`config.mk`:
```
export PLATFORM = sky130hd
export DESIGN_NAME = cgsf_core
export DESIGN_NICKNAME = d
export VERILOG_FILES = /design/src/design/cgsf_pkg.sv /design/src/design/cgsf_fll_if.sv /design/src/design/cgsf_core.sv /design/src/design/cgsf_pin_sync.sv
export SDC_FILE = /design/constraint.sdc
export NUM_CORES = 1
export LEC_CHECK = 0
export ABC_AREA = 1
export CAP_MARGIN = 20
export CORE_UTILIZATION = 60
export DETAILED_ROUTE_END_ITERATION = 12
export DONT_BUFFER_PORTS = 1
export PLACE_DENSITY_LB_ADDON = 0.3
export SYNTH_ARGS = -nofsm -noshare
export SYNTH_HDL_FRONTEND = slang
export SYNTH_SLANG_ARGS = --single-unit
```
`constraint.sdc`:
```
create_clock -name CLK -period 2.1 [get_ports CLK]
set_input_delay 0.315 -clock CLK [delete_from_list [all_inputs] [get_ports CLK]]
set_output_delay 0.315 -clock CLK [all_outputs]
set_load 0.02 [all_outputs]
```
`src/design/cgsf_pkg.sv`:
```
// constants for the clock generator status, filter and trim block
// assumes an 8-bit register port with a 3-bit word address
package cgsf_pkg;

  typedef logic [2:0] cgsf_addr_t;
  typedef logic [7:0] cgsf_byte_t;
  typedef logic [1:0] cgsf_mode_t;

  // register offsets
  localparam cgsf_addr_t OFS_STAT1 = 3'h0;
  localparam cgsf_addr_t OFS_STAT2 = 3'h1;
  localparam cgsf_addr_t OFS_FLTU  = 3'h2;
  localparam cgsf_addr_t OFS_FLTL  = 3'h3;
  localparam cgsf_addr_t OFS_TRIM  = 3'h4;
  localparam cgsf_addr_t OFS_CTRL1 = 3'h5;
  localparam cgsf_addr_t OFS_CTRL2 = 3'h6;

  // primary status fields
  localparam int B_MODE_HI = 7;
  localparam int B_MODE_LO = 6;
  localparam int B_REF_SOURCE_STATUS   = 5;
  localparam int B_LOCK_LOST_FLAG    = 4;
  localparam int B_LOCK    = 3;
  localparam int B_CLOCK_LOST_FLAG    = 2;
  localparam int B_EXT_REF_OK    = 1;
  localparam int B_IRQ     = 0;
  // secondary status
  localparam int B_OSCST   = 0;
  // control fields
  localparam int B_SEL_HI  = 4;
  localparam int B_SEL_LO  = 3;
  localparam int B_LOCK_LOSS_RESET_EN   = 7;
  localparam int B_CLOCK_LOSS_RESET_EN   = 3;

  // mode codes, shared by select and status
  localparam cgsf_mode_t MODE_SCM = 2'h0;
  localparam cgsf_mode_t MODE_FEI = 2'h1;
  localparam cgsf_mode_t MODE_FBE = 2'h2;
  localparam cgsf_mode_t MODE_FEE = 2'h3;

  // filter layout
  localparam int FLT_W    = 12;
  localparam int FLT_LO_W = 8;
  localparam logic [11:0] FLT_RST  = 12'h000;
  localparam cgsf_byte_t  TRIM_RST = 8'h80;
  localparam cgsf_byte_t  BYTE_0   = 8'h00;

  // good samples needed before the oscillator counts as stable
  localparam logic [1:0] OSC_GOOD_N = 2'h2;

  // pin indices into the synchroniser vector
  localparam int PIN_LOCK  = 0;
  localparam int PIN_CLKL  = 1;
  localparam int PIN_EXTOK = 2;
  localparam int PIN_XTAL  = 3;
  localparam int PIN_NSTAT = 4;
  localparam int PIN_ERROK = 5;
  localparam int PIN_SAMP  = 6;
  localparam int PIN_OFF   = 7;
  localparam int PIN_N     = 8;

endpackage

```
`src/design/cgsf_fll_if.sv`:
```
// synchronised loop status signals between pin stage and core
// assumes both ends share one clock
`timescale 1ns/1ns
interface cgsf_fll_if;
  logic lock;
  logic clk_lost;
  logic ext_ok;
  logic ref_xtal;
  logic not_static;
  logic err_ok;
  logic samp_tgl;
  logic off_req;

  modport src (output lock, clk_lost, ext_ok, ref_xtal, not_static,
               err_ok, samp_tgl, off_req);
  modport dst (input lock, clk_lost, ext_ok, ref_xtal, not_static,
               err_ok, samp_tgl, off_req);
endinterface

```
`src/design/cgsf_core.sv`:
```
// clock generator status, loop filter and trim registers
// assumes loop status pins are asynchronous and pass the pin stage;
// registers sit on a plain strobe port, read data one cycle later
//
// Function
// - mode status reported in status bits 7:6
// - mode status lags select through synchronisation
// - status bit 5 shows chosen reference source
// - sticky lock-lost flag in status bit 4
// - lock bit, forced low outside engaged modes
// - sticky clock-lost flag in status bit 2
// - status bit 1 shows external reference ok
// - irq flag cleared by read then write one
// - new interrupt restarts the clearing sequence
// - writing zero to irq flag does nothing
// - osc stable after two good samples, not static
// - osc stable gates off exit for engaged selects, and monitoring
// - osc stable cleared on entering off state
// - 12-bit filter writable only when select is 00
// - upper filter write loads whole 12-bit value
// - upper write ignored while latch still pending
// - trim adjusts reference period by 25 percent
// - trim binary weighted, higher means longer
// - trim kept across system reset
// - lock-loss reset enable picks irq or reset
// - clock-loss reset enable picks irq or reset
// - select codes match the status mode codes
`timescale 1ns/1ns
module cgsf_core
#(
  parameter int LATCH_CYC = 2
)
(
  // clock and resets
  input  wire logic                 CLK,
  input  wire logic                 SRST,
  input  wire logic                 PORST,
  // register port
  input  wire cgsf_pkg::cgsf_addr_t ADDR,
  input  wire cgsf_pkg::cgsf_byte_t WDATA,
  input  wire logic                 WR,
  input  wire logic                 RD,
  output logic [7:0]                RDATA,
  // loop status pins
  input  wire logic                 FLL_LOCK,
  input  wire logic                 CLK_LOST,
  input  wire logic                 EXT_REF_OK,
  input  wire logic                 REF_IS_XTAL,
  input  wire logic                 OSC_NOT_STATIC,
  input  wire logic                 ERR_IN_RANGE,
  input  wire logic                 ERR_SAMPLE_TGL,
  input  wire logic                 OFF_REQ,
  // outputs to the clock generator
  output logic [1:0]                MODE_STATUS,
  output logic [11:0]               FILTER_VALUE,
  output logic [7:0]                TRIM_VALUE,
  output logic                      OSC_STABLE,
  output logic                      OSC_MON_EN,
  output logic                      IRQ_PENDING,
  output logic                      RESET_REQ
);
  import cgsf_pkg::*;

  typedef enum logic [1:0] {ST_RUN, ST_OFF, ST_WAIT} cgsf_state_t;
  localparam int CNT_W = $clog2(LATCH_CYC + 1);
  localparam logic [CNT_W-1:0] CNT_0 = '0;
  localparam logic [CNT_W-1:0] CNT_1 = CNT_W'(1);
  localparam logic [CNT_W-1:0] CNT_LATCH = CNT_W'(LATCH_CYC);

  generate
    if (LATCH_CYC < 1)
    begin : g_chk
      $error("cgsf_core LATCH_CYC must be at least 1");
    end
  endgenerate

  ////////////////////////////////////////////////////////////////////////
  // decode helpers

  function automatic logic hit(input logic stb, input cgsf_addr_t a,
                               input cgsf_addr_t ofs);
    hit = stb && (a == ofs);
  endfunction

  function automatic logic is_engaged(input cgsf_mode_t m);
    is_engaged = (m == MODE_FEI) || (m == MODE_FEE);
  endfunction

  ////////////////////////////////////////////////////////////////////////
  // pin synchronisation

  cgsf_fll_if fll ();

  cgsf_pin_sync #(.W(PIN_N)) u_sync
  (
    .clk  (CLK),
    .srst (SRST),
    .pins ({OFF_REQ, ERR_SAMPLE_TGL, ERR_IN_RANGE, OSC_NOT_STATIC,
            REF_IS_XTAL, EXT_REF_OK, CLK_LOST, FLL_LOCK}),
    .fll  (fll)
  );

  ////////////////////////////////////////////////////////////////////////
  // state

  cgsf_state_t      state_q;
  cgsf_mode_t       sel_q;
  cgsf_mode_t       sel_s1_q;
  cgsf_mode_t       sel_s2_q;
  cgsf_mode_t       mode_q;
  logic             lock_loss_reset_en_q;
  logic             clock_loss_reset_en_q;
  logic             lock_q;
  logic             lock_lost_flag_q;
  logic             clock_lost_flag_q;
  logic             ext_ref_ok_q;
  logic             ref_source_status_q;
  logic             irq_q;
  logic             arm_q;
  logic             clk_lost_prev_q;
  logic             samp_prev_q;
  logic [1:0]       good_q;
  logic [1:0]       good_d;
  logic             osc_q;
  logic             osc_mon_q;
  logic [11:0]      flt_q;
  logic [7:0]       flt_lo_q;
  logic [CNT_W-1:0] latch_q;
  logic [7:0]       trim_q;
  logic             rst_req_q;
  logic [7:0]       rdata_q;
  cgsf_mode_t       target;
  logic             lol_evt;
  logic             loc_evt;
  logic             irq_set;
  logic             irq_clr;
  logic             samp;
  logic             scm_sel;

  assign scm_sel = (sel_q == MODE_SCM);
  assign samp    = fll.samp_tgl ^ samp_prev_q;

  ////////////////////////////////////////////////////////////////////////
  // control registers

  always_ff @(posedge CLK)
  begin
    if (SRST)
    begin
      sel_q   <= MODE_SCM;
      lock_loss_reset_en_q <= 1'b0;
      clock_loss_reset_en_q <= 1'b0;
    end
    else
    begin
      if (hit(WR, ADDR, OFS_CTRL1))
        sel_q <= WDATA[B_SEL_HI:B_SEL_LO];
      if (hit(WR, ADDR, OFS_CTRL2))
      begin
        lock_loss_reset_en_q <= WDATA[B_LOCK_LOSS_RESET_EN];
        clock_loss_reset_en_q <= WDATA[B_CLOCK_LOSS_RESET_EN];
      end
    end
  end

  ////////////////////////////////////////////////////////////////////////
  // mode sequencing

  // select passes two stages before the status may follow it
  always_ff @(posedge CLK)
  begin
    if (SRST)
    begin
      sel_s1_q <= MODE_SCM;
      sel_s2_q <= MODE_SCM;
    end
    else
    begin
      sel_s1_q <= sel_q;
      sel_s2_q <= sel_s1_q;
    end
  end

  always_comb
  begin
    target = sel_s2_q;
    // bypass waits for a valid external reference
    if ((sel_s2_q == MODE_FBE) && !fll.ext_ok)
      target = MODE_SCM;
    if ((sel_s2_q == MODE_FEE) && !(fll.ext_ok && osc_q))
      target = MODE_SCM;
  end

  always_ff @(posedge CLK)
  begin
    if (SRST)
    begin
      state_q <= ST_RUN;
      mode_q  <= MODE_SCM;
    end
    else
    begin
      unique case (state_q)
        ST_RUN:
        begin
          if (fll.off_req)
            state_q <= ST_OFF;
          else
            mode_q <= target;
        end
        ST_OFF:
        begin
          if (!fll.off_req)
          begin
            // engaged request idles self-clocked until osc settles
            state_q <= sel_q[0] ? ST_WAIT : ST_RUN;
            mode_q  <= MODE_SCM;
          end
        end
        ST_WAIT:
        begin
          if (fll.off_req)
            state_q <= ST_OFF;
          else if (osc_q)
            state_q <= ST_RUN;
          mode_q <= MODE_SCM;
        end
      endcase
    end
  end

  ////////////////////////////////////////////////////////////////////////
  // lock, loss events and reference status

  // loss of lock counts only when the mode did not move on purpose
  assign lol_evt = lock_q && !fll.lock && (state_q == ST_RUN)
                   && is_engaged(mode_q) && (sel_s2_q == mode_q);
  assign loc_evt = fll.clk_lost && !clk_lost_prev_q;
  assign irq_set = (lol_evt && !lock_loss_reset_en_q) || (loc_evt && !clock_loss_reset_en_q);
  assign irq_clr = hit(WR, ADDR, OFS_STAT1) && WDATA[B_IRQ] && arm_q;

  always_ff @(posedge CLK)
  begin
    if (SRST)
    begin
      lock_q          <= 1'b0;
      ext_ref_ok_q          <= 1'b0;
      ref_source_status_q         <= 1'b0;
      clk_lost_prev_q <= 1'b0;
    end
    else
    begin
      lock_q <= fll.lock && (state_q == ST_RUN)
                && is_engaged(mode_q);
      ext_ref_ok_q          <= fll.ext_ok;
      ref_source_status_q         <= fll.ref_xtal;
      clk_lost_prev_q <= fll.clk_lost;
    end
  end

  // sticky flags, write one clears, a new event wins over the clear
  always_ff @(posedge CLK)
  begin
    if (SRST)
    begin
      lock_lost_flag_q <= 1'b0;
      clock_lost_flag_q <= 1'b0;
    end
    else
    begin
      if (lol_evt)
        lock_lost_flag_q <= 1'b1;
      else if (hit(WR, ADDR, OFS_STAT1) && WDATA[B_LOCK_LOST_FLAG])
        lock_lost_flag_q <= 1'b0;
      if (loc_evt)
        clock_lost_flag_q <= 1'b1;
      else if (hit(WR, ADDR, OFS_STAT1) && WDATA[B_CLOCK_LOST_FLAG])
        clock_lost_flag_q <= 1'b0;
    end
  end

  always_ff @(posedge CLK)
  begin
    if (SRST)
      rst_req_q <= 1'b0;
    else
      rst_req_q <= (lol_evt && lock_loss_reset_en_q)
                   || (loc_evt && clock_loss_reset_en_q);
  end

  ////////////////////////////////////////////////////////////////////////
  // interrupt flag and its clearing sequence

  always_ff @(posedge CLK)
  begin
    if (SRST)
      irq_q <= 1'b0;
    else if (irq_set)
      irq_q <= 1'b1;
    else if (irq_clr)
      irq_q <= 1'b0;
  end

  always_ff @(posedge CLK)
  begin
    if (SRST)
      arm_q <= 1'b0;
    else if (irq_set)
      arm_q <= 1'b0;
    else if (irq_clr)
      arm_q <= 1'b0;
    else if (hit(RD, ADDR, OFS_STAT1) && irq_q)
      arm_q <= 1'b1;
  end

  ////////////////////////////////////////////////////////////////////////
  // oscillator stable detection

  always_comb
  begin
    good_d = good_q;
    if (samp)
    begin
      if (!fll.err_ok)
        good_d = 2'h0;
      else if (good_q != OSC_GOOD_N)
        good_d = good_q + 2'h1;
    end
  end

  always_ff @(posedge CLK)
  begin
    if (SRST)
    begin
      samp_prev_q <= 1'b0;
      good_q      <= 2'h0;
      osc_q       <= 1'b0;
      osc_mon_q   <= 1'b0;
    end
    else
    begin
      samp_prev_q <= fll.samp_tgl;
      if (fll.off_req || (state_q == ST_OFF) || !fll.not_static)
      begin
        good_q <= 2'h0;
        osc_q  <= 1'b0;
      end
      else
      begin
        good_q <= good_d;
        osc_q  <= (good_d == OSC_GOOD_N);
      end
      osc_mon_q <= osc_q && (state_q == ST_RUN)
                   && (mode_q == MODE_SCM);
    end
  end

  ////////////////////////////////////////////////////////////////////////
  // loop filter

  always_ff @(posedge CLK)
  begin
    if (SRST)
      flt_lo_q <= FLT_RST[FLT_LO_W-1:0];
    else if (hit(WR, ADDR, OFS_FLTL) && scm_sel)
      flt_lo_q <= WDATA;
  end

  // latch window models the transfer into the oscillator domain
  always_ff @(posedge CLK)
  begin
    if (SRST)
    begin
      flt_q   <= FLT_RST;
      latch_q <= CNT_0;
    end
    else
    begin
      if (latch_q != CNT_0)
        latch_q <= latch_q - CNT_1;
      if (hit(WR, ADDR, OFS_FLTU) && scm_sel
          && (latch_q == CNT_0))
      begin
        // lower byte must already be staged by software
        flt_q   <= {WDATA[FLT_W-FLT_LO_W-1:0], flt_lo_q};
        latch_q <= CNT_LATCH;
      end
    end
  end

  ////////////////////////////////////////////////////////////////////////
  // trim, reset only at power-on so a system reset keeps it

  always_ff @(posedge CLK)
  begin
    if (PORST)
      trim_q <= TRIM_RST;
    else if (hit(WR, ADDR, OFS_TRIM))
      trim_q <= WDATA;
  end

  ////////////////////////////////////////////////////////////////////////
  // read port

  always_ff @(posedge CLK)
  begin
    if (SRST)
      rdata_q <= BYTE_0;
    else if (RD)
    begin
      rdata_q <= BYTE_0;
      case (ADDR)
        OFS_STAT1:
        begin
          rdata_q[B_MODE_HI:B_MODE_LO] <= mode_q;
          rdata_q[B_REF_SOURCE_STATUS]             <= ref_source_status_q;
          rdata_q[B_LOCK_LOST_FLAG]              <= lock_lost_flag_q;
          rdata_q[B_LOCK]              <= lock_q;
          rdata_q[B_CLOCK_LOST_FLAG]              <= clock_lost_flag_q;
          rdata_q[B_EXT_REF_OK]              <= ext_ref_ok_q;
          rdata_q[B_IRQ]               <= irq_q;
        end
        OFS_STAT2:
          rdata_q[B_OSCST] <= osc_q;
        OFS_FLTU:
          rdata_q[FLT_W-FLT_LO_W-1:0] <= flt_q[FLT_W-1:FLT_LO_W];
        OFS_FLTL:
          rdata_q <= flt_q[FLT_LO_W-1:0];
        OFS_TRIM:
          rdata_q <= trim_q;
        OFS_CTRL1:
          rdata_q[B_SEL_HI:B_SEL_LO] <= sel_q;
        OFS_CTRL2:
        begin
          rdata_q[B_LOCK_LOSS_RESET_EN] <= lock_loss_reset_en_q;
          rdata_q[B_CLOCK_LOSS_RESET_EN] <= clock_loss_reset_en_q;
        end
        default:
          rdata_q <= BYTE_0;
      endcase
    end
    else
      rdata_q <= BYTE_0;
  end

  ////////////////////////////////////////////////////////////////////////
  // outputs

  assign RDATA        = rdata_q;
  assign MODE_STATUS  = mode_q;
  assign FILTER_VALUE = flt_q;
  assign TRIM_VALUE   = trim_q;
  assign OSC_STABLE   = osc_q;
  assign OSC_MON_EN   = osc_mon_q;
  assign IRQ_PENDING  = irq_q;
  assign RESET_REQ    = rst_req_q;

endmodule

```
`src/design/cgsf_pin_sync.sv`:
```
// three-stage synchroniser for the loop status pins
// assumes pins are asynchronous to CLK; output moves when stages 2, 3 agree
`timescale 1ns/1ns
module cgsf_pin_sync
#(
  parameter int W = cgsf_pkg::PIN_N
)
(
  // clock and reset
  input  wire logic         clk,
  input  wire logic         srst,
  // raw pins
  input  wire logic [W-1:0] pins,
  // synchronised view
  cgsf_fll_if.src           fll
);
  import cgsf_pkg::*;

  logic [W-1:0] s1_q;
  logic [W-1:0] s2_q;
  logic [W-1:0] s3_q;
  logic [W-1:0] q_q;

  generate
    if (W != PIN_N)
    begin : g_chk
      $error("cgsf_pin_sync width must match pin count");
    end
  endgenerate

  genvar i;
  generate
    for (i = 0; i < W; i++)
    begin : g_bit
      always_ff @(posedge clk)
      begin
        if (srst)
        begin
          s1_q[i] <= 1'b0;
          s2_q[i] <= 1'b0;
          s3_q[i] <= 1'b0;
          q_q[i]  <= 1'b0;
        end
        else
        begin
          s1_q[i] <= pins[i];
          s2_q[i] <= s1_q[i];
          s3_q[i] <= s2_q[i];
          // glitch filter: a level counts only once it held two samples
          if (s2_q[i] == s3_q[i])
            q_q[i] <= s3_q[i];
        end
      end
    end
  endgenerate

  assign fll.lock       = q_q[PIN_LOCK];
  assign fll.clk_lost   = q_q[PIN_CLKL];
  assign fll.ext_ok     = q_q[PIN_EXTOK];
  assign fll.ref_xtal   = q_q[PIN_XTAL];
  assign fll.not_static = q_q[PIN_NSTAT];
  assign fll.err_ok     = q_q[PIN_ERROK];
  assign fll.samp_tgl   = q_q[PIN_SAMP];
  assign fll.off_req    = q_q[PIN_OFF];

endmodule

```
Word-level counts from Yosys, hierarchy flattened --
Cells that the tools add are included.
Word-level totals: output and inout port bits 34, input bits 24, register bits 96, logic and storage cells 176
Operators by class: muxes and demuxes 28, reduce and logical (&&, ||, !) cells 59, bitwise logic cells 2, add/sub/neg operators 2, eq/ne operators 27
Operator list (count):
- logical AND 1 bit | 31
- two-way mux 2 bit | 14
- one-hot mux 2 bit (3 select lines) | 3
- == test 2 bit (second input constant) | 5
- nonzero test 2 bit | 5
- == test 3 bit (second input constant) | 3
- == test 1 bit | 8
- logical NOT 2 bit | 4
- one-hot mux 1 bit (4 select lines) | 2
- one-hot mux 2 bit (4 select lines) | 1
- logical NOT 1 bit | 7
- == test 3 x 2 -> 1 bit (second input constant) | 2
- two-way mux 1 bit | 6
- != test 2 bit (second input constant) | 3
- one-hot mux 1 bit (6 select lines) | 1
- OR reduction 2 bit | 3
- logical OR 1 bit | 5
- one-hot mux 1 bit (5 select lines) | 1
- == test 2 x 1 -> 1 bit (second input constant) | 2
- == test 3 x 1 -> 1 bit (second input constant) | 1
- logical NOT 3 bit | 1
- != test 3 x 2 -> 1 bit (second input constant) | 1
- AND reduction 3 bit | 1
- OR reduction 3 bit | 1
- other kinds (7) | 7

Logic depth before layout (Yosys ltp) --
depth in word-level cells 8, gate-level depth with buffers 9, mapped depth without buffers 8

Hierarchy --
From an unflattened synthesis, not the netlist that was laid out.
Unflattened totals: cells, all modules 508, area, all modules 3752.3 µm²
Modules (own cells, without submodules):
- cgsf_core | cells an instance 400, instances 1, area an instance 2781.4 µm², sequential area each 1281.2 µm²
- cgsf_pin_sync | cells an instance 108, instances 1, area an instance 970.9 µm², sequential area each 640.6 µm²

Least setup slack after synthesis --
Ideal clock, no wire load.
path type input -> register, start point in ADDR[2], end point reg arm_q, cell stages on the path 8, required time 1.988 ns, data arrival time 1.172 ns, setup time 0.112 ns, setup slack 0.816 ns, buffers on the path 2, cell sequence buf_2 > inv_2 > buf_2 > nand2_1 > nor2_2 > nand3_1 > nand3_1 > nor2_1
Between the ends: word-level cells in the longest chain between the ends 5, elaborated cells between the ends (all ways) 7, those cells by class reduce/logical (7)
RTL lines:
- from (decl) | RTL line cgsf_core.sv:39 | input wire cgsf_pkg::cgsf_addr_t ADDR,
- logical NOT 3 bit (*) | RTL line cgsf_core.sv:82 | hit = stb && (a == ofs);
- logical AND 1 bit | RTL line cgsf_core.sv:82
- logical AND 1 bit (2 in series) | RTL line cgsf_core.sv:240 | assign irq_clr = hit(WR, ADDR, OFS_STAT1) && WDATA[B_IRQ] && arm_q;
- OR reduction 3 bit (no line)
- to (signal assigned) | RTL line cgsf_core.sv:307 | arm_q <= 1'b0;
- to (signal assigned) | RTL line cgsf_core.sv:309 | arm_q <= 1'b0;
- to (signal assigned) | RTL line cgsf_core.sv:311 | arm_q <= 1'b0;
- to (decl) | RTL line cgsf_core.sv:119 | logic arm_q;
Every way passes the cells marked *; elsewhere a longest branch is shown, timed or not. A chain may end at the register's enable or synchronous reset.

Worst setup path after layout --
start point reg latch_q[1], end point reg flt_q[2] (netlist: FILTER_VALUE[2])
Between the ends: word-level cells in the longest chain between the ends 2
RTL lines:
- from (decl) | RTL line cgsf_core.sv:128 | logic [CNT_W-1:0] latch_q;
- from (signal assigned) | RTL line cgsf_core.sv:380 | latch_q <= latch_q - CNT_1;
- logical NOT 2 bit | RTL line cgsf_core.sv:382 | && (latch_q == CNT_0))
- logical AND 1 bit | RTL line cgsf_core.sv:382
- to (signal assigned) | RTL line cgsf_core.sv:385 | flt_q <= {WDATA[FLT_W-FLT_LO_W-1:0], flt_lo_q};
- to (decl) | RTL line cgsf_core.sv:126 | logic [11:0] flt_q;
Every way passes these cells.

==> run metrics <==
maximum root-to-sink buffer count=2; Filler cells=about 520; Power Internal=2.616 mW; Cell Rows=28; Avg Inst Size Synth=7.364 um^2; Layout Cells excl Fill=roughly 570; Core Area=between 0.005 and 0.006 mm^2; pwr/cell area=856.1 mW/mm^2; Antenna Violating Nets Remaining=0; max_cap viols=0; GPL Wtd Cong=0.8604; hold violation count in the final report=0; CTS tree=done; via/cell ratio=around 5.3; IO Pins=between 50 and 60; post-synth cell types=24; diode count=0; cell area after synthesis=0.003660 mm^2; crit path time final=1.398 ns; clk_skew=around 0.0068 ns; design area=0.003904 mm^2; CTS root buffer=clkbuf_8; logic gate share of total power=0.042; worst-margin pin slew=0.5243 ns; DR DRC count=0; number of global-route vias before repair=2,635; Worst-path clk slew=~0.08 ns; via count=between 3,000 and 4,000; Tcrit/Tclk final=0.6658; YS warnings=0; Pleak=approximately 1.6 nW; Setup crit end kind=flip-flop; Hold-fix buffers, CTS=0; clock power share=0.387; Hold Crit Class=input port to flip-flop; dpl cells=about 560; Critical Path Start Type=flip-flop; total CTS buffers=9; Max Fanout on Critical Path=25; placed inst area=0.003690 mm^2; VDD IR-drop max=688.9 uV; critical path class=flip-flop to flip-flop; Global Route Usage Sum=0.2492; max-slew headroom at the worst pin=0.6497; post-route setup TNS=0 ns; clock sinks=96; Syn Inst Count=497; routed len/inst=between 10 and 15 um; Worst EP arrival=between 1.5 and 2 ns; dpl hpwl=5.457 mm; first-pass GRT wire length=12.25 mm; Flop pwr share=0.571; port buffer count=0; post-detailed-routing wire length=~7.5 mm; post-synth net total=525; First-pass DRT Iterations=5; largest net degree at the start of global routing=43; initial antenna violation count=0; Final nets=521; H-tree level count=3; total setup buffers inserted after CTS=0; fraction of layout cells with a size suffix above 1=0.04819; post-synthesis sequential area ratio=0.5251; cts repair resizes=0; RSZ-0062 raised after global routing=no; final setup vio count=0; grt ovf=0; Slew Viols, Final=0; Die H=80.10 um; Crit path required time=2.35 ns; FF+latch count, synth=96; DR iter-0 viols=~280; switching power of the nets=726.4 uW; status=complete, no violations; Die W=80.10 um; Die ar.=0.006416 mm^2; f_max=slightly above 700 MHz; Synth-to-Final Area Change=6.667%; Switching Fraction=0.2174; clock latency on the worst-skew pair=0.35 ns; initial core utilization=0.6218
[synthesized netlist by cell type (all sizes together)]
cell type,instances,share of area
buf,9,0.013
nand4,11,0.019
nand3b,1,0.0021
a21oi,25,0.034
or2,1,0.0017
ha,4,0.014
nand2,87,0.089
and2,1,0.0017
dfxtp,96,0.53
nor2,115,0.12
nand3,31,0.042
o22ai,1,0.0017
o211ai,3,0.0062
inv,73,0.075
clkbuf,8,0.0082
a211oi,2,0.0041
nor3,5,0.0068
o21ai,23,0.031
nor4,1,0.0017
[power by group through the flow]
stage	registers (mW)	logic (mW)	clock network, mW
3_5_place_dp	1.95	0.139	0
3_3_place_gp	1.95	0.134	0
6_report	1.91	0.141	1.29
4_1_cts	1.91	0.140	1.31
2_1_floorplan	1.94	0.138	0
5_1_grt	1.91	0.165	1.39
[metrics by stage]
step                      hold WS (ns)  power, mW  setup WS, ns  utilization
after detailed placement        0.3881      2.090        0.7263       0.6269
after CTS                      0.01072      3.356        0.7032       0.6633
after global routing          0.001499      3.465        0.5583       0.6633
final                          0.01929      3.342        0.7018       0.6633
after floorplan                 0.3883      2.079        0.8158            -
after global placement          0.3862      2.083        0.7579       0.6269
[critical path, cell delays in order, from the launching register on]
cell and delay (ns):
dfxtp_1 0.32, nor2_1 0.15, nand3_1 0.14, nor2_4 0.44, nand2_1 0.11, nand2_1 0.09, nor2_1 0.04
[cells by family (layout without fill, tap and decap cells)]
family	count (synthesis)	after routing	share of synthesized area
buffers and inverters	90	91	0.09641
adders and majority gates	4	4	0.01368
and+or+nand+nor	253	253	0.2872
DFF	96	96	0.5251
AOI/OAI and AO/OA	54	54	0.07761
[flip-flops by register name (all words and copies together) (netlist names), 8 cells and up]
name	cells
FILTER_VALUE	12
RDATA	8
TRIM_VALUE	8
flt_lo_q	8
u_sync.s1_q	8
u_sync.s2_q	8
u_sync.s3_q	8
[final cells by class]
cell class | instances | area [um^2] | share of cell area
clock buffer | 13 | 148.9 | 0.03814
clock inverter | 3 | 65.06 | 0.01667
inverter | 73 | 274.0 | 0.07019
multi-input combinational | 311 | 1385 | 0.3548
sequential | 96 | 1922 | 0.4923
tap | 75 | 93.84 | 0.02404
timing repair buffer | 2 | 15.01 | 0.003846
[layer usage]
layer	GRT usage	share of wire	vias to the layer above
li1	-	-	1537
met3	0.08523	0.076	14
met2	0.3838	0.44	126
met5	0	0	-
met4	0.07679	0.019	0
met1	0.3281	0.46	1361
[layout by cell type, fill, tap and decap left out]
cell and n:
nor2_1 110, dfxtp_1 96, nand2_1 87, inv_1 70
nand3_1 31, a21oi_1 25, o21ai_0 23, nand4_1 11
clkbuf_8 10, nor3_1 5, nor2_2 4, ha_1 4
inv_2 3, o211ai_1 3, clkbuf_1 3, a211oi_1 2
bufinv_16 2, buf_4 2, nor2_4 1, nand3b_1 1
and2_1 1, o22ai_1 1, nor4_1 1, or2_2 1
clkinv_2 1
[worst paths after layout]
| kind | from | to | slack (ns) | cells after the start |
|---|---|---|---|---|
| max | latch_q[1] | FILTER_VALUE[2] | 0.70 | 6 |
| min | PORST | TRIM_VALUE[5] | 0.02 | 1 |
| max reg2reg | latch_q[1] | FILTER_VALUE[2] | 0.70 | 6 |
| min reg2reg | sel_s1_q[0] | sel_s2_q[0] | 0.40 | 2 |
No activity file was read; power rests on OpenSTA's default activity.
